--- src/pkg/gcr_map.vh ---
// register offsets, field positions and reset values of the global configuration bank
`ifndef GCR_MAP_VH
`define GCR_MAP_VH

`define GCR_OFS_RANGE_STATUS   8'h10
`define GCR_OFS_PLL_PREDIV     8'h11
`define GCR_OFS_PLL_LOOP       8'h12
`define GCR_OFS_CONV_CLK       8'h13
`define GCR_OFS_SYS_CLK        8'h14
`define GCR_OFS_SER_CTRL       8'h15
`define GCR_OFS_BUS_MON        8'h16
`define GCR_OFS_EE_ST_LO       8'h17
`define GCR_OFS_EE_ST_HI       8'h18
`define GCR_OFS_CHIP_ST_LO     8'h19
`define GCR_OFS_CHIP_ST_HI     8'h1a
`define GCR_OFS_END_LO         8'h1b
`define GCR_OFS_END_HI         8'h1c

// pre-divider register
`define GCR_PREDIV_M_MSB       5
`define GCR_PREDIV_RANGE_BIT   6
`define GCR_RST_PREDIV         8'h41
// loop divider register
`define GCR_RST_LOOP           8'h0a
// converter clock register
`define GCR_CONV_INV_BIT       2
`define GCR_RST_CONV_CLK       8'h00
// system clock register
`define GCR_SYS_RATE_MSB       2
`define GCR_SYS_EE_EN_BIT      4
`define GCR_SYS_RATE_MAX       3'h6
`define GCR_RST_SYS_CLK        8'h10
// serial interface control register
`define GCR_SER_RAM_RUN_BIT    0
`define GCR_SER_SINGLE_BIT     1
`define GCR_SER_PARITY_BIT     2
`define GCR_SER_AUTOINC_BIT    3
`define GCR_SER_FAST_LSB       4
`define GCR_RST_SER_CTRL       8'h00
// bus monitor register
`define GCR_MON_EN_BIT         0
`define GCR_MON_SEL_BIT        1
`define GCR_RST_BUS_MON        8'h00
// register write masks, address register reset value
`define GCR_MASK_EE_HI         8'h0f
`define GCR_MASK_CHIP_HI       8'h3f
`define GCR_MASK_PREDIV        8'h7f
`define GCR_MASK_LOOP          8'h3f
`define GCR_MASK_CONV_CLK      8'h07
`define GCR_MASK_SYS_CLK       8'h17
`define GCR_MASK_SER_CTRL      8'h3f
`define GCR_MASK_BUS_MON       8'h03
`define GCR_RST_ADDR           8'h00

`endif

--- src/logic/gcr_range_flags.v ---
// per-channel converter out-of-range flags, synchronised from the converters
`timescale 1ns/1ps
module gcr_range_flags
(
  input  wire       core_clk,
  input  wire       srst,
  input  wire [3:0] over_in,
  input  wire [3:0] under_in,
  output wire [7:0] status
);

  // three-stage synchroniser; a change counts once stages two and three agree
  reg [7:0] s1_ff;
  reg [7:0] s2_ff;
  reg [7:0] s3_ff;
  reg [7:0] flag_ff;
  reg [7:0] nxt_flag;
  integer   i;

  always @(posedge core_clk)
  begin
    if (srst)
    begin
      s1_ff   <= 8'h00;
      s2_ff   <= 8'h00;
      s3_ff   <= 8'h00;
      flag_ff <= 8'h00;
    end
    else
    begin
      s1_ff   <= {under_in, over_in};
      s2_ff   <= s1_ff;
      s3_ff   <= s2_ff;
      flag_ff <= nxt_flag;
    end
  end

  always @*
  begin
    nxt_flag = flag_ff;
    for (i = 0; i < 8; i = i + 1)
      if (s2_ff[i] == s3_ff[i])
        nxt_flag[i] = s3_ff[i];
  end

  assign status = flag_ff;

endmodule // gcr_range_flags

--- src/logic/gcr_clk_div.v ---
// power-of-two enable divider: one-cycle pulse every 2**rate cycles for rate 0..6, every 64 cycles for rate 7
`timescale 1ns/1ps
module gcr_clk_div
(
  input  wire       core_clk,
  input  wire       srst,
  input  wire [2:0] rate,
  output wire       tick
);

  reg [5:0] cnt_ff;
  reg       tick_ff;
  wire [5:0] lim;

  assign lim = (6'h01 << rate) - 6'h01;

  always @(posedge core_clk)
  begin
    if (srst)
    begin
      cnt_ff  <= 6'h00;
      tick_ff <= 1'b0;
    end
    else if (cnt_ff >= lim)
    begin
      cnt_ff  <= 6'h00;
      tick_ff <= 1'b1;
    end
    else
    begin
      cnt_ff  <= cnt_ff + 6'h01;
      tick_ff <= 1'b0;
    end
  end

  assign tick = tick_ff;

endmodule // gcr_clk_div

--- src/logic/gcr_regs.v ---
// global configuration register bank behind the serial register port
`timescale 1ns/1ps
`include "gcr_map.vh"

// Behaviour
// status bits 3..0 show channel 4..1 converter out of range high.
// status bits 7..4 show channel 4..1 converter out of range low.
// pll pre-divider M is bits 5..0 of pre-divider register, reset 1.
// bit 6 selects pll range; 1 (reset) is 100-200 MHz.
// pll loop divider N is bits 5..0 of loop register, reset 10.
// converter clock enable divides pll clock by 2,4,8,16; reset 2.
// bit 2 inverts converter clock; reset 0, host leaves it alone.
// system clock is pll clock over 2**N, N at most 6, reset 0.
// eeprom transfer clock enabled while system bit 4 set; resets 1.
// ram run bit keeps coefficient ram refreshed; reset 0.
// host clears ram run only during configure-mode ram access.
// single-channel bit picks output format; 0 means multi-channel.
// parity in multi-channel mode forces word msb for odd ones.
// auto-increment steps the register address after each data byte.
// fastest-channel field picks which channel drives sample ready.
// host keeps fastest-channel pointing at fastest enabled channel.
// monitor enable exposes internal bus; select picks serial or eeprom.
// eeprom start address is 12 bits over two registers.
// on-chip start address is 14 bits over two registers.
// transfer end address is 14 bits over two registers.
// status writes ignored; unused bits read zero.
module gcr_regs
(
  input  wire        core_clk,
  input  wire        srst,
  // serial register port, one byte access per strobe
  input  wire        reg_start,
  input  wire        reg_wr_stb,
  input  wire        reg_rd_stb,
  input  wire [7:0]  reg_addr,
  input  wire [7:0]  reg_wdata,
  output reg  [7:0]  reg_rdata,
  output reg  [7:0]  reg_cur_addr,
  // converter range inputs
  input  wire [3:0]  chan_over_flag,
  input  wire [3:0]  chan_under_flag,
  // per-channel sample strobes and output word
  input  wire [3:0]  chan_sample_stb,
  input  wire [15:0] chan_word,
  output reg         sample_ready_out,
  output reg  [15:0] ser_word_out,
  output reg         single_channel_mode,
  // clocking controls
  output reg  [5:0]  pll_pre_div,
  output reg         pll_range_high,
  output reg  [5:0]  pll_loop_div,
  output reg         conv_clk_en,
  output reg         conv_clk_invert,
  output reg         sys_clk_en,
  output reg         ee_xfer_clk_en,
  output reg         ram_run_mode,
  // bus monitor
  input  wire [7:0]  sif_bus_data,
  input  wire [7:0]  ee_bus_data,
  input  wire        xfer_active,
  output reg  [7:0]  bus_monitor_out,
  // block transfer addresses
  output reg  [11:0] eeprom_start_addr,
  output reg  [13:0] onchip_start_addr,
  output reg  [13:0] transfer_end_addr
);

  //--------------------------------------------------------------
  // register storage
  //--------------------------------------------------------------
  reg  [7:0]  prediv_ff;
  reg  [7:0]  loop_ff;
  reg  [7:0]  conv_ff;
  reg  [7:0]  sys_ff;
  reg  [7:0]  ser_ff;
  reg  [7:0]  mon_ff;
  reg  [7:0]  ee_lo_ff;
  reg  [7:0]  ee_hi_ff;
  reg  [7:0]  chip_lo_ff;
  reg  [7:0]  chip_hi_ff;
  reg  [7:0]  end_lo_ff;
  reg  [7:0]  end_hi_ff;
  reg  [7:0]  addr_ff;
  reg         first_ff;
  reg  [3:0]  conv_cnt_ff;
  reg  [7:0]  nxt_rdata;
  reg  [2:0]  nxt_sys_rate;
  wire [7:0]  status;
  wire [7:0]  eff_addr;
  wire        sys_tick;
  wire [1:0]  fast_sel;
  wire        par_odd;

  gcr_range_flags u_flags
  (
    .core_clk (core_clk),
    .srst     (srst),
    .over_in  (chan_over_flag),
    .under_in (chan_under_flag),
    .status   (status)
  );

  gcr_clk_div u_sysdiv
  (
    .core_clk (core_clk),
    .srst     (srst),
    .rate     (sys_ff[`GCR_SYS_RATE_MSB:0]),
    .tick     (sys_tick)
  );

  // address of the current byte: first byte uses the given address
  assign eff_addr = first_ff ? reg_addr : addr_ff;

  // read decode shared by the read path
  function [7:0] rd_mux;
    input [7:0] a;
    begin
      case (a)
        `GCR_OFS_RANGE_STATUS: rd_mux = status;
        `GCR_OFS_PLL_PREDIV:   rd_mux = prediv_ff;
        `GCR_OFS_PLL_LOOP:     rd_mux = loop_ff;
        `GCR_OFS_CONV_CLK:     rd_mux = conv_ff;
        `GCR_OFS_SYS_CLK:      rd_mux = sys_ff;
        `GCR_OFS_SER_CTRL:     rd_mux = ser_ff;
        `GCR_OFS_BUS_MON:      rd_mux = mon_ff;
        `GCR_OFS_EE_ST_LO:     rd_mux = ee_lo_ff;
        `GCR_OFS_EE_ST_HI:     rd_mux = ee_hi_ff;
        `GCR_OFS_CHIP_ST_LO:   rd_mux = chip_lo_ff;
        `GCR_OFS_CHIP_ST_HI:   rd_mux = chip_hi_ff;
        `GCR_OFS_END_LO:       rd_mux = end_lo_ff;
        `GCR_OFS_END_HI:       rd_mux = end_hi_ff;
        default:               rd_mux = 8'h00;
      endcase
    end
  endfunction

  always @*
  begin
    nxt_rdata = rd_mux(eff_addr);
  end

  // clamp: a rate of seven would divide by 64, not by 128
  always @*
  begin
    if (reg_wdata[`GCR_SYS_RATE_MSB:0] > `GCR_SYS_RATE_MAX)
      nxt_sys_rate = `GCR_SYS_RATE_MAX;
    else
      nxt_sys_rate = reg_wdata[`GCR_SYS_RATE_MSB:0];
  end

  //--------------------------------------------------------------
  // address stepping
  //--------------------------------------------------------------
  always @(posedge core_clk)
  begin
    if (srst)
    begin
      addr_ff      <= 8'h00;
      first_ff     <= 1'b1;
      reg_cur_addr <= 8'h00;
    end
    else if (reg_start)
      first_ff <= 1'b1;
    else if (reg_wr_stb || reg_rd_stb)
    begin
      // without auto-increment every byte rereads the given address
      first_ff <= ~ser_ff[`GCR_SER_AUTOINC_BIT];
      addr_ff  <= eff_addr + 8'h01;
      if (reg_wr_stb)
        reg_cur_addr <= eff_addr;
    end
  end

  //--------------------------------------------------------------
  // read data
  //--------------------------------------------------------------
  // read data stands until the next read strobe
  always @(posedge core_clk)
  begin
    if (srst)
      reg_rdata <= 8'h00;
    else if (reg_rd_stb && !reg_start)
      reg_rdata <= nxt_rdata;
  end

  //--------------------------------------------------------------
  // host register writes
  //--------------------------------------------------------------
  always @(posedge core_clk)
  begin
    if (srst)
    begin
      prediv_ff  <= `GCR_RST_PREDIV;
      loop_ff    <= `GCR_RST_LOOP;
      conv_ff    <= `GCR_RST_CONV_CLK;
      sys_ff     <= `GCR_RST_SYS_CLK;
      ser_ff     <= `GCR_RST_SER_CTRL;
      mon_ff     <= `GCR_RST_BUS_MON;
      ee_lo_ff   <= `GCR_RST_ADDR;
      ee_hi_ff   <= `GCR_RST_ADDR;
      chip_lo_ff <= `GCR_RST_ADDR;
      chip_hi_ff <= `GCR_RST_ADDR;
      end_lo_ff  <= `GCR_RST_ADDR;
      end_hi_ff  <= `GCR_RST_ADDR;
    end
    else
    begin
      if (reg_wr_stb && !reg_start)
      begin
        case (eff_addr)
          `GCR_OFS_PLL_PREDIV: prediv_ff  <= reg_wdata & `GCR_MASK_PREDIV;
          `GCR_OFS_PLL_LOOP:   loop_ff    <= reg_wdata & `GCR_MASK_LOOP;
          `GCR_OFS_CONV_CLK:   conv_ff    <= reg_wdata & `GCR_MASK_CONV_CLK;
          `GCR_OFS_SYS_CLK:    sys_ff     <= {3'h0, reg_wdata[`GCR_SYS_EE_EN_BIT],
                                              1'b0, nxt_sys_rate};
          `GCR_OFS_SER_CTRL:   ser_ff     <= reg_wdata & `GCR_MASK_SER_CTRL;
          `GCR_OFS_BUS_MON:    mon_ff     <= reg_wdata & `GCR_MASK_BUS_MON;
          `GCR_OFS_EE_ST_LO:   ee_lo_ff   <= reg_wdata;
          `GCR_OFS_EE_ST_HI:   ee_hi_ff   <= reg_wdata & `GCR_MASK_EE_HI;
          `GCR_OFS_CHIP_ST_LO: chip_lo_ff <= reg_wdata;
          `GCR_OFS_CHIP_ST_HI: chip_hi_ff <= reg_wdata & `GCR_MASK_CHIP_HI;
          `GCR_OFS_END_LO:     end_lo_ff  <= reg_wdata;
          `GCR_OFS_END_HI:     end_hi_ff  <= reg_wdata & `GCR_MASK_CHIP_HI;
          default:             ;
        endcase
      end
    end
  end

  //--------------------------------------------------------------
  // converter clock enable: pll clock over 2,4,8,16
  //--------------------------------------------------------------
  always @(posedge core_clk)
  begin
    if (srst)
    begin
      conv_cnt_ff <= 4'h0;
      conv_clk_en <= 1'b0;
    end
    else if (conv_cnt_ff >= ((4'h2 << conv_ff[1:0]) - 4'h1))
    begin
      conv_cnt_ff <= 4'h0;
      conv_clk_en <= 1'b1;
    end
    else
    begin
      conv_cnt_ff <= conv_cnt_ff + 4'h1;
      conv_clk_en <= 1'b0;
    end
  end

  //--------------------------------------------------------------
  // output data path
  //--------------------------------------------------------------
  assign fast_sel = ser_ff[`GCR_SER_FAST_LSB+1:`GCR_SER_FAST_LSB];
  // odd parity over the fifteen data bits decides the msb
  assign par_odd  = ~(^chan_word[14:0]);

  always @(posedge core_clk)
  begin
    if (srst)
    begin
      sample_ready_out    <= 1'b0;
      single_channel_mode <= 1'b0;
    end
    else
    begin
      sample_ready_out    <= chan_sample_stb[fast_sel];
      single_channel_mode <= ser_ff[`GCR_SER_SINGLE_BIT];
    end
  end

  // single-channel words always pass untouched, parity or not
  always @(posedge core_clk)
  begin
    if (srst)
      ser_word_out <= 16'h0000;
    else if (ser_ff[`GCR_SER_PARITY_BIT] && !ser_ff[`GCR_SER_SINGLE_BIT])
      ser_word_out <= {par_odd, chan_word[14:0]};
    else
      ser_word_out <= chan_word;
  end

  //--------------------------------------------------------------
  // bus monitor
  //--------------------------------------------------------------
  always @(posedge core_clk)
  begin
    if (srst)
      bus_monitor_out <= 8'h00;
    else if (mon_ff[`GCR_MON_EN_BIT] && xfer_active)
      bus_monitor_out <= mon_ff[`GCR_MON_SEL_BIT] ? ee_bus_data : sif_bus_data;
    else
      bus_monitor_out <= 8'h00;
  end

  //--------------------------------------------------------------
  // pll controls
  //--------------------------------------------------------------
  // fields leave one cycle late, so the pll only ever sees a settled word
  always @(posedge core_clk)
  begin
    if (srst)
    begin
      pll_pre_div    <= 6'h01;
      pll_range_high <= 1'b1;
      pll_loop_div   <= 6'h0a;
    end
    else
    begin
      pll_pre_div    <= prediv_ff[`GCR_PREDIV_M_MSB:0];
      pll_range_high <= prediv_ff[`GCR_PREDIV_RANGE_BIT];
      pll_loop_div   <= loop_ff[5:0];
    end
  end

  //--------------------------------------------------------------
  // clock enables and modes
  //--------------------------------------------------------------
  always @(posedge core_clk)
  begin
    if (srst)
    begin
      conv_clk_invert <= 1'b0;
      sys_clk_en      <= 1'b0;
      ee_xfer_clk_en  <= 1'b0;
      ram_run_mode    <= 1'b0;
    end
    else
    begin
      conv_clk_invert <= conv_ff[`GCR_CONV_INV_BIT];
      sys_clk_en      <= sys_tick;
      ee_xfer_clk_en  <= sys_tick & sys_ff[`GCR_SYS_EE_EN_BIT];
      ram_run_mode    <= ser_ff[`GCR_SER_RAM_RUN_BIT];
    end
  end

  //--------------------------------------------------------------
  // block transfer addresses
  //--------------------------------------------------------------
  // low and high bytes land apart; the pair is only whole once both are in
  always @(posedge core_clk)
  begin
    if (srst)
    begin
      eeprom_start_addr <= 12'h000;
      onchip_start_addr <= 14'h0000;
      transfer_end_addr <= 14'h0000;
    end
    else
    begin
      eeprom_start_addr <= {ee_hi_ff[3:0], ee_lo_ff};
      onchip_start_addr <= {chip_hi_ff[5:0], chip_lo_ff};
      transfer_end_addr <= {end_hi_ff[5:0], end_lo_ff};
    end
  end

endmodule // gcr_regs

--- config.mk ---
export PLATFORM = sky130hd
export DESIGN_NAME = gcr_regs
export DESIGN_NICKNAME = d
export VERILOG_FILES = /design/src/logic/gcr_range_flags.v /design/src/logic/gcr_clk_div.v /design/src/logic/gcr_regs.v
export VERILOG_INCLUDE_DIRS = /design/src /design/src/pkg
export SDC_FILE = /design/constraint.sdc
export NUM_CORES = 1
export LEC_CHECK = 0
export BUFFER_PORTS_ARGS = -buffer_cell sky130_fd_sc_hd__buf_2
export CAP_MARGIN = 20
export CELL_PAD_IN_SITES_DETAIL_PLACEMENT = 1
export CELL_PAD_IN_SITES_GLOBAL_PLACEMENT = 1
export CORE_MARGIN = 2
export CORE_UTILIZATION = 45
export DETAILED_ROUTE_END_ITERATION = 7
export PLACE_DENSITY = 0.82
export SKIP_LAST_GASP = 1
export SLEW_MARGIN = 20
export SYNTH_ARGS = -nofsm -noshare
export SYNTH_HDL_FRONTEND = slang
export SYNTH_HIERARCHICAL = 1
export SYNTH_SLANG_ARGS = --single-unit
--- constraint.sdc ---
create_clock -name core_clk -period 6.95 [get_ports core_clk]
set_clock_uncertainty 0.2 [all_clocks]
set_input_delay 1.39 -clock core_clk [delete_from_list [all_inputs] [get_ports core_clk]]
set_output_delay 1.39 -clock core_clk [all_outputs]
set_load 0.03 [all_outputs]
# After elaboration in Yosys (flattened, before gate mapping)
# Index checks and enable logic that the tools add are counted.
# totals
reg_bits	220
latch_bits	0
ramBits	0
mem_bits_ro	0
out_inout_bits	100
wordCells	117
memories	0
# op_classes
n_addsub	5
multipliers	0
n_div	0
n_lt_le_gt_ge	4
n_eq_ne	21
n_shift	2
mux	9
n_bitwise	5
n_reduce_logical	26
# op_table
cell	n
8-bit by 5-bit == test with 1-bit output, second input constant	13
8-bit one-hot mux with 13 select lines	1
2-bit AND reduction	13
16-bit 2-to-1 mux	1
8-bit 2-to-1 mux	2
15-bit XOR reduction	1
8-bit by 1-bit adder with 8-bit output, second input constant	1
1-bit == test	8
2-bit OR reduction	4
6-bit by 1-bit adder with 6-bit output, second input constant	1
6-bit greater-or-equal comparator	1
1-bit by 3-bit left shift with 6-bit output, first input constant	1
6-bit by 1-bit subtractor with 6-bit output, second input constant	1
4-bit by 1-bit adder with 4-bit output, second input constant	1
4-bit greater-or-equal comparator	1
1-bit logical AND	4
1-bit inverter	4
2-bit by 2-bit left shift with 4-bit output, first input constant	1
4-bit by 1-bit subtractor with 4-bit output, second input constant	1
3-bit > comparator, second input constant	1
2-bit by 3-bit less-than comparator with 1-bit output, second input constant	1
1-bit 2-to-1 mux	3
3-bit 2-to-1 mux	1
3-bit AND reduction	1
other kinds (4)	5

# Longest topological paths before layout
# Gate-level depths: netlist of run 1.
# logic_depth
word_depth	4
depth_mapped	10

# Cells and area by module
# The synthesis of run 1 kept the hierarchy.
# by_module_without_submodules
module	n_inst	cells_each	area_per_inst_um2
gcr_regs	1	752	7324.5
gcr_range_flags	1	83	923.4
gcr_clk_div	1	46	454.2

# Worst setup path after synthesis of run 1
# Ideal clock, no wire load.
# synth_timing
path_type	input to register
from	input reg_addr[0]
to	register reg_rdata[5]
setup_time_ps	132
t_arrival_ps	3253
path_slack_ps	3366
cell_stages	9
cell_sequence	mux2i_1 inv_1 ha_1 clkbuf_1 clkbuf_1 a222oi_1 o22ai_1 a2111oi_0 nor3_2
# synth_via
elab_chain_cells	3
# synth_rtl
element	line_no	rtl
from (decl)	gcr_regs.v:35	input wire [7:0] reg_addr,
8-bit 2-to-1 mux (*)	gcr_regs.v:112	assign eff_addr = first_ff ? reg_addr : addr_ff;
named net eff_addr[0]	gcr_regs.v:89	wire [7:0] eff_addr;
8-bit by 5-bit == test with 1-bit output	gcr_regs.v:118	case (a)
8-bit one-hot mux with 13 select lines (*)	gcr_regs.v:118	
to (signal assigned)	gcr_regs.v:183	reg_rdata <= nxt_rdata;
to (decl)	gcr_regs.v:37	output reg [7:0] reg_rdata,
# Mark *: on every way through the listed nets, which the timed path passes. The rest lies on a longest branch.
# A chain may end at the register's enable or synchronous reset.

# Worst setup path in the final report of run 1
# layout_timing
from	input reg_addr[0]
to	register reg_rdata[0]
# layout_via
elab_chain_cells	3
# layout_rtl
element	line_no
8-bit 2-to-1 mux (*)	gcr_regs.v:112
8-bit by 5-bit == test with 1-bit output	gcr_regs.v:118
8-bit one-hot mux with 13 select lines (*)	gcr_regs.v:118
# Every way passes the cells marked *; elsewhere a longest branch is shown, timed or not.

==> results.sh, run 1 <==
export IMPL_reg2regPathDepth=8
export IMPL_portBuffers=165
export IMPL_post_cts_buffers=0
export IMPL_multi_input_area_mm2=0.004009
export IMPL_syn2layout_area_growth_pct=19.45
export IMPL_detail_route_antenna_nets=0
export IMPL_grt_max_degree=136
export IMPL_startpoint="reg_addr[0]"
export IMPL_fin_crit_sh=0.5432
export IMPL_synth_edf_count=0
export IMPL_setup_violations=0
export IMPL_fin_nets=1101
export IMPL_slew_headroom=0.3450
export IMPL_placed_cells=1254
export IMPL_crit_required_ns=7.20
export IMPL_cts_buffers=23
export IMPL_fmax_mhz=264.9
export IMPL_grt_pass1_wl_mm=37.83
export IMPL_drv_slew=0
export IMPL_crit_type="input pin to flip-flop"
export IMPL_antenna_found_initial=0
export IMPL_cts_tree="yes"
export IMPL_yosys_top_cells_area="dfxtp_1 (51%), mux2i_1 (8.1%), nor2b_1 (7.5%), nor2_1 (4.4%), ha_1 (2.3%)"
export IMPL_io_pins=166
export IMPL_numClockSinks=220
export IMPL_synthFlopType="dfxtp_1"
export IMPL_start_util=0.4621
export IMPL_wl_per_cell_um=18.99
export IMPL_drive_above_1_share=0.2391
export IMPL_power_w=0.002743
export IMPL_whs_ns=0.2371
export IMPL_synth_cells=881
export IMPL_synth_nets=963
export IMPL_tightestPinTransition_ns=0.9825
export IMPL_via_per_inst=5.406
export IMPL_r2r_start="first_ff"
export IMPL_cts_resized=0
export IMPL_drv_cap=0
export IMPL_endpoint="reg_rdata[0]"
export IMPL_fp_dieW_um=143.1
export IMPL_clockBufferDepth=3
export IMPL_finalNonFillerCells=1293
export IMPL_reg2reg_to="reg_rdata[0]"
export IMPL_insertion_delay_ns=0.53
export IMPL_rrSetupSlack_ns=3.31
export IMPL_synthTopCellsByCount="dfxtp_1 (220), nor2b_1 (105), nor2_1 (101)"
export IMPL_nFillCells=2166
export IMPL_drcViolationCount=0
export IMPL_status="finished clean"
export IMPL_syn_area_mm2=0.008702
export IMPL_hp_class="flip-flop to flip-flop"
export IMPL_cts_root_buf="clkbuf_16"
export IMPL_p_leak_nw=4.248
export IMPL_h_tree_depth=1
export IMPL_track_usage=0.2334
export IMPL_hold_buffers=0
export IMPL_num_vias=6990
export IMPL_cp_end_kind="flip-flop"
export IMPL_grt_ovfl_total=0
export IMPL_clk_pin_slew_worst_paths_ns=0.07
export IMPL_synth_warnings=6
export IMPL_avgSynthCellArea_um2=9.878
export IMPL_cp_max_fo=25
export IMPL_final_setup_tns_ns=0
export IMPL_rsz0062_at_grt="false"
export IMPL_first_pass_iters=6
export IMPL_yosysTopAreaCell="dfxtp_1"
export IMPL_rows=50
export IMPL_die_h_um=143.1
export IMPL_drtIter0Drc=501
export IMPL_place_gp_congestion=0.8744
export IMPL_core_mm2=0.01883
export IMPL_crit_arrival_ns=4.03
export IMPL_powerDensity_mw_per_mm2=263.9
export IMPL_ir_worst_vdd_uv=167.8
export IMPL_synth_top_area_frac=0.5061
export IMPL_asyncSetResetFlopFracSynth=0
export IMPL_start_kind="input pin"
export IMPL_seq_area_mm2=0.004404
export IMPL_ys_seq_area_frac=0.5061
export IMPL_yosysUniqueCellTypes=64
export IMPL_post_place_ws_ns=2.649
export IMPL_synth_most_common_cell="dfxtp_1"
export IMPL_die_area_mm2=0.02047
export IMPL_synth_seq_cells=220
export IMPL_first_global_vias=7004
export IMPL_drt_wl_total_mm=24.55
export IMPL_num_antenna_cells=0
export IMPL_hold_violations=0
export IMPL_dpl_hpwl_mm=16.10
export IMPL_setup_ws_ns=3.175
export IMPL_fin_crit_ns=3.775
## cell type report
| class | instances | area share |
|---|---|---|
| tap | 260 | 0.03130 |
| clock inverter | 9 | 0.008426 |
| timing repair buffer | 170 | 0.08365 |
| multi-input combinational | 594 | 0.3857 |
| sequential | 220 | 0.4237 |
| clock buffer | 30 | 0.06367 |
| inverter | 10 | 0.003611 |
## where the power goes
part	leakage, nW	internal [W]	switching [W]
Clock	0.375	0.000709	0.000511
Sequential	1.79	0.00129	0.0000187
Combinational	2.09	0.0000774	0.000137
Total	4.25	0.00208	0.000668
## metrics by stage
step           utilization  instance area, um2
5_1_grt             0.5520               10400
2_1_floorplan            -                8702
3_3_place_gp        0.5121                9643
6_report            0.5520               10400
3_5_place_dp        0.5121                9643
4_1_cts             0.5519               10390
## registers in the layout, indices dropped and copies added (netlist names), 8 cells and up
register           cells
onchip_start_addr     14
bus_monitor_out        8
chip_lo_ff             8
u_flags/s3_ff          8
reg_cur_addr           8
addr_ff                8
u_flags/status         8
end_lo_ff              8
u_flags/s1_ff          8
transfer_end_addr     14
ee_lo_ff               8
ser_word_out          16
reg_rdata              8
eeprom_start_addr     12
u_flags/s2_ff          8
## cell usage in the layout, fill, tap and decap left out, types with 16 or more instances in the layout
cell / n
nor2_1: 101
nor2b_1: 103
o21ai_0: 29
buf_2: 164
mux2i_1: 70
ha_1: 16
xnor2_1: 17
nand2_1: 41
nand3_1: 17
dfxtp_1: 220
a21oi_1: 39
clkbuf_16: 23
## worst min path at each step
stage,from,endpoint,slack [ns],cells past startpoint
after floorplan,u_flags/s1_ff[0],u_flags/s2_ff[0],0.21,1
after global placement,u_flags/s1_ff[3],u_flags/s2_ff[3],0.22,1
after detailed placement,u_flags/s1_ff[3],u_flags/s2_ff[3],0.22,1
after CTS,u_flags/s1_ff[3],u_flags/s2_ff[3],0.24,1
after global routing,u_flags/s1_ff[2],u_flags/s2_ff[2],0.26,1
final,u_flags/s1_ff[3],u_flags/s2_ff[3],0.24,1
## logic make-up after synthesis
family	share of synthesized area
AO/OA/AOI/OAI	0.1274
XOR/XNOR	0.02617
adder cells (fa/ha/maj)	0.02300
buffers and inverters	0.03379
flip-flops	0.5061
multiplexers	0.08311
AND/OR/NAND/NOR	0.2004
## worst max-delay path, stage by stage
cell      delay [ns]
buf_2           0.10
mux2i_1         0.38
ha_1            0.89
nand3_1         0.24
o22ai_2         0.53
a22o_1          0.23
a311oi_1        0.06
a211oi_2        0.21
## layer usage
layer,vias up,global-route usage,routed length [um]
met5,-,0,0
met4,0,0.07087,505
met3,40,0.03756,1401
met2,230,0.4004,12330
met1,3409,0.3019,10320
li1,3311,-,-
Power figures use the tool's default switching activity.
==> run 2: changes to the inputs <==
ABC_AREA = 1   (was not set)
CORE_UTILIZATION = 40   (was 45)
PLACE_DENSITY = 0.77   (was 0.82)
clock period = 3.7 ns   (was 6.95 ns; I/O delays follow)
==> run 2 against run 1 <==
  * Routed wire length increased by 0.36%
  * Combinational power increased by 85%
  * Count of clock-buffer cells in the layout increased by 2
  * Flip-flop and latch count unchanged
  * Largest power group unchanged
  * Highest routed layer unchanged
==> results.sh, run 2 <==
export IMPL_first_pass_iters=4
export IMPL_p_seq_frac=0.485
export IMPL_rsz0062_at_grt="false"
export IMPL_crit_arrival_ns=3.07
export IMPL_asyncSetResetFlopFracSynth=0
export IMPL_rows=53
export IMPL_synth_top_area_frac=0.5160
export IMPL_cp_max_fo=16
export IMPL_top_register="ser_word_out"
export IMPL_syn_area_mm2=0.008536
export IMPL_num_vias=7407
export IMPL_drtIter0Drc=333
export IMPL_avgSynthCellArea_um2=7.853
export IMPL_p_leak_nw=4.789
export IMPL_start_util=0.4073
export IMPL_io_pins=166
export IMPL_fp_dieW_um=150.1
export IMPL_hp_class="flip-flop to flip-flop"
export IMPL_tightestPinTransition_ns=0.5136
export IMPL_dpl_hpwl_mm=18.17
export IMPL_fin_crit_ns=2.834
export IMPL_die_area_mm2=0.02252
export IMPL_combPwrFrac=0.079
export IMPL_insertion_delay_ns=0.52
export IMPL_syn2layout_area_growth_pct=20.59
export IMPL_cts_resized=0
export IMPL_p_int_w=0.003820
export IMPL_synthTopCellsByCount="dfxtp_1 (220), nor2_1 (159), inv_1 (158)"
export IMPL_grt_ovfl_total=0
export IMPL_synthFlopType="dfxtp_1"
export IMPL_whs_ns=0.2045
export IMPL_setup_ws_ns=0.8660
export IMPL_final_cell_mix="dfxtp_1 (220), buf_2 (164), nor2_1 (159), inv_1 (158), nand2_1 (148)"
export IMPL_track_usage=0.2182
export IMPL_grt_max_degree=42
export IMPL_power_share_switching=0.2440
export IMPL_final_setup_tns_ns=0
export IMPL_status="finished clean"
export IMPL_hold_buffers=0
export IMPL_worstPathCellList="buf_4 > inv_2 > or2_2 > o21ai_0 > inv_1 > ha_1 > inv_1 > nor2_2 > nand2_1 > inv_2 > nand2_2 > o21ai_0 > a21oi_1"
export IMPL_clockBufferDepth=3
export IMPL_synth_cells=1087
export IMPL_numClockSinks=220
export IMPL_wl_per_cell_um=16.01
export IMPL_place_gp_congestion=0.8394
export IMPL_final_common_cell="dfxtp_1"
export IMPL_drv_cap=0
export IMPL_synth_edf_count=0
export IMPL_drive_above_1_share=0.2081
export IMPL_ys_seq_area_frac=0.5160
export IMPL_core_mm2=0.02096
export IMPL_reg_top3="ser_word_out (16), onchip_start_addr (14), transfer_end_addr (14)"
export IMPL_synth_seq_cells=220
export IMPL_drv_slew=0
export IMPL_fmax_mhz=352.9
export IMPL_crit_family="simple AND/OR/NAND/NOR gates"
export IMPL_yosys_top_cells_area="dfxtp_1 (52%), nor2_1 (7.0%), inv_1 (6.9%), nand2_1 (6.5%), a21oi_1 (5.7%)"
export IMPL_yosysTopAreaCell="dfxtp_1"
export IMPL_drt_wl_total_mm=24.64
export IMPL_critPathMaxStageDelay_ns=0.36
export IMPL_fin_crit_sh=0.7659
export IMPL_nFillCells=2696
export IMPL_ir_worst_vdd_uv=319.3
export IMPL_grt_pass1_wl_mm=38.75
export IMPL_antenna_found_initial=0
export IMPL_path_depth=13
export IMPL_detail_route_antenna_nets=0
export IMPL_critPathBufInv=5
export IMPL_hold_violations=0
export IMPL_via_per_inst=4.813
export IMPL_min_path_cells=2
export IMPL_largest_reg_flops=16
export IMPL_clk_pin_slew_worst_paths_ns=0.06
export IMPL_cp_end_kind="flip-flop"
export IMPL_die_h_um=150.1
export IMPL_first_global_vias=7463
export IMPL_yosysUniqueCellTypes=34
export IMPL_synth_nets=1169
export IMPL_setup_violations=0
export IMPL_synth_warnings=6
export IMPL_crit_required_ns=3.93
export IMPL_h_tree_depth=1
export IMPL_post_cts_buffers=0
export IMPL_cts_buffers=24
export IMPL_num_antenna_cells=0
export IMPL_crit_type="flip-flop to flip-flop"
export IMPL_start_kind="flip-flop"
export IMPL_cts_tree="yes"
export IMPL_fin_nets=1332
export IMPL_post_place_ws_ns=0.7136
export IMPL_drcViolationCount=0
export IMPL_cp_slowest_cell="dfxtp_1"
export IMPL_clkPwrFrac=0.436
export IMPL_power_w=0.005053
export IMPL_reg2regPathDepth=13
export IMPL_portBuffers=165
export IMPL_p_switching_w=0.001233
export IMPL_synth_most_common_cell="dfxtp_1"
export IMPL_slew_headroom=0.6564
export IMPL_cts_root_buf="clkbuf_16"
export IMPL_powerDensity_mw_per_mm2=490.9
## run 2: worst paths after layout
path / slack, ns / endpoint / startpoint
setup / recovery: 0.87 / end_lo_ff[3] / first_ff
hold / removal: 0.20 / u_flags/s2_ff[1] / u_flags/s1_ff[1]
setup reg to reg: 0.87 / end_lo_ff[3] / first_ff
hold reg to reg: 0.20 / u_flags/s2_ff[1] / u_flags/s1_ff[1]
## run 2: power by group through the flow
stage	Combinational (W)	Sequential, W	Clock, W
2_1_floorplan	0.000225	0.00254	0
3_3_place_gp	0.000385	0.00250	0
3_5_place_dp	0.000397	0.00250	0
4_1_cts	0.000401	0.00245	0.00226
5_1_grt	0.000444	0.00245	0.00236
6_report	0.000398	0.00245	0.00221
## run 2: area by class of cell
type / instances / area (um2) / share of cell area
tap: 275 / 344.1 / 0.03343
sequential: 220 / 4404 / 0.4279
clock inverter: 8 / 53.80 / 0.005227
timing repair buffer: 177 / 918.4 / 0.08922
clock buffer: 32 / 670.6 / 0.06515
inverter: 170 / 640.6 / 0.06223
multi-input combinational: 657 / 3262 / 0.3169
## run 2: stage by stage
stage / area (um2) / cells / utilization
floorplan: 8536 / 1087 / -
global placement: 9569 / 1499 / 0.4567
detailed placement: 9569 / 1499 / 0.4567
CTS: 10290 / 1539 / 0.4912
global route: 10290 / 1539 / 0.4912
finish: 10290 / 1539 / 0.4912
## run 2: worst min-delay path: cells and delay by family, from the launching register on
| kind | cells | cell delay (ns) |
|---|---|---|
| buffers and inverters | 1 | 0.04 |
| AND/OR/NAND/NOR | 1 | 0.03 |
| flip-flops | 1 | 0.30 |
## run 2: cells by family after synthesis
family | count (synthesis) | share of synthesized area
AND/OR/NAND/NOR | 402 | 0.2036
flip-flops | 220 | 0.5160
AO/OA/AOI/OAI | 215 | 0.1305
XOR/XNOR | 24 | 0.02463
buffers and inverters | 210 | 0.1019
adder cells (fa/ha/maj) | 16 | 0.02345
## run 2: routing by layer
layer,GRT usage,vias up,routed length (um)
li1,-,3710,-
met3,0.03293,29,1421
met4,0.05047,0,422
met5,0,-,0
met2,0.3947,157,12330
met1,0.2725,3511,10460
==> run 3: changes to the inputs <==
CORE_UTILIZATION = 36   (was 40)
PLACE_DENSITY = 0.73   (was 0.77)
clock period = 2.5 ns   (was 3.7 ns; I/O delays follow)
==> run 3 against run 2 <==
  * Register-to-register slack lost 0.68 ns
  * Combinational power rose by 61%
  * Clock power is 56% higher
  * Routed wire length rose by 0.71%
  * Sequential power up 48%
  * Final area rose by 5.5%
  * Worst setup slack got worse by 0.70 ns
  * Die area grew 11%
  * Critical path depth shrank 3
==> results.sh, run 3 (synthesized netlist as in run 2, its figures left out) <==
export IMPL_status="finished clean"
export IMPL_first_pass_iters=5
export IMPL_track_usage=0.1990
export IMPL_cts_root_buf="clkbuf_16"
export IMPL_num_vias=7526
export IMPL_cp_slowest_cell="dlygate4sd3_1"
export IMPL_critPathMaxStageDelay_ns=0.53
export IMPL_min_delay_start="chan_word[8]"
export IMPL_rows=56
export IMPL_p_leak_nw=5.065
export IMPL_die_area_mm2=0.02496
export IMPL_via_per_inst=4.612
export IMPL_die_h_um=158.0
export IMPL_drive_above_1_share=0.2226
export IMPL_final_setup_tns_ns=0
export IMPL_h_tree_depth=1
export IMPL_fin_crit_ns=2.333
export IMPL_fmax_mhz=428.6
export IMPL_grt_max_degree=41
export IMPL_crit_type="input pin to flip-flop"
export IMPL_post_place_ws_ns=-0.1842
export IMPL_grt_pass1_wl_mm=38.83
export IMPL_syn2layout_area_growth_pct=27.22
export IMPL_powerDensity_mw_per_mm2=710.7
export IMPL_clk_pin_slew_worst_paths_ns=0.06
export IMPL_start_util=0.3647
export IMPL_setup_ws_ns=0.1668
export IMPL_cp_end_kind="flip-flop"
export IMPL_wl_per_cell_um=15.20
export IMPL_largest_reg_flops=16
export IMPL_top_register="ser_word_out"
export IMPL_detail_route_antenna_nets=0
export IMPL_drcViolationCount=0
export IMPL_slew_headroom=0.6100
export IMPL_startpoint="reg_start"
export IMPL_r2r_start="first_ff"
export IMPL_clockBufferDepth=3
export IMPL_fp_dieW_um=158.0
export IMPL_antenna_found_initial=1
export IMPL_hp_class="input pin to flip-flop"
export IMPL_place_gp_congestion=0.8893
export IMPL_drt_wl_total_mm=24.81
export IMPL_portBuffers=165
export IMPL_cp_max_fo=10
export IMPL_seq_area_mm2=0.004405
export IMPL_ir_worst_vdd_uv=367.5
export IMPL_first_global_vias=7421
export IMPL_drv_slew=0
export IMPL_hold_violations=0
export IMPL_nFillCells=2920
export IMPL_crit_arrival_ns=2.53
export IMPL_final_cell_mix="dfxtp_1 (219), buf_2 (164), nor2_1 (159), inv_1 (158), nand2_1 (148)"
export IMPL_reg_top3="ser_word_out (16), onchip_start_addr (14), transfer_end_addr (14)"
export IMPL_core_mm2=0.02340
export IMPL_cts_tree="yes"
export IMPL_tightestPinTransition_ns=0.5829
export IMPL_setup_violations=0
export IMPL_cts_buffers=24
export IMPL_final_common_cell="dfxtp_1"
export IMPL_drv_cap=0
export IMPL_dpl_hpwl_mm=18.15
export IMPL_numClockSinks=220
export IMPL_io_pins=166
export IMPL_fin_crit_sh=0.9333
export IMPL_drtIter0Drc=352
export IMPL_multi_input_area_mm2=0.003294
export IMPL_power_w=0.007718
export IMPL_insertion_delay_ns=0.52
export IMPL_worstPathCellList="dlygate4sd3_1 > buf_2 > inv_1 > nand2_1 > clkinv_1 > buf_4 > nand3_2 > clkinv_1 > nand2_1 > nand3_1"
export IMPL_fin_nets=1377
export IMPL_crit_required_ns=2.69
export IMPL_start_kind="input pin"
export IMPL_grt_ovfl_total=0
-- run 3: cell type report --
cell class	instances	area share
Timing Repair Buffer	222	0.1235
Clock buffer	37	0.06533
Multi-Input combinational cell	657	0.3034
Antenna cell	1	0.0002304
Clock inverter	6	0.006107
Inverter	170	0.05899
Sequential cell	220	0.4057
Tap cell	319	0.03676
-- run 3: stage by stage --
step                      instance area, um2  cells    util  hold WS, ns
after global routing                   10860   1631  0.4639     0.005596
after floorplan                         8536   1087       -       0.1883
after detailed placement                9849   1568  0.4209       0.1976
after CTS                              10820   1630  0.4621    0.0005198
after global placement                  9849   1568  0.4209       0.1906
final                                  10860   1632  0.4640     0.009112
-- run 3: final timing paths --
path	to	slack, ns	cells after the start
max reg2reg	reg_rdata[1]	0.19	15
min reg2reg	u_flags/s2_ff[2]	0.20	2
min	ser_word_out[8]	0.009	3
max	sys_ff[4]	0.17	10
-- run 3: critical path, delay by kind of cell --
family	cells	cell delay, ns
buffers and inverters	6	1.66
and+or+nand+nor	4	0.36
-- run 3: report_power, final --
| group | switching (W) | internal (W) | leakage, nW |
|---|---|---|---|
| Sequential | 0.0000390 | 0.00359 | 1.78 |
| Clock | 0.00140 | 0.00205 | 0.384 |
| Combinational | 0.000410 | 0.000230 | 2.90 |
| Total | 0.00185 | 0.00587 | 5.07 |
-- run 3: what timing repair did --
action	in CTS	in global routing
setup endpoints to repair	0	52
endpoints found under the hold margin	19	0
setup buffers	0	1
hold buffers	19	0
gates resized for setup	0	17
-- run 3: layer usage --
metal  vias to the layer above  global-route usage  wire (um)
met5                         -                   0          0
met4                         0             0.06006        667
met3                        44             0.03121       1158
met2                       157              0.3549      12180
met1                      3523              0.2468      10810
li1                       3802                   -          -
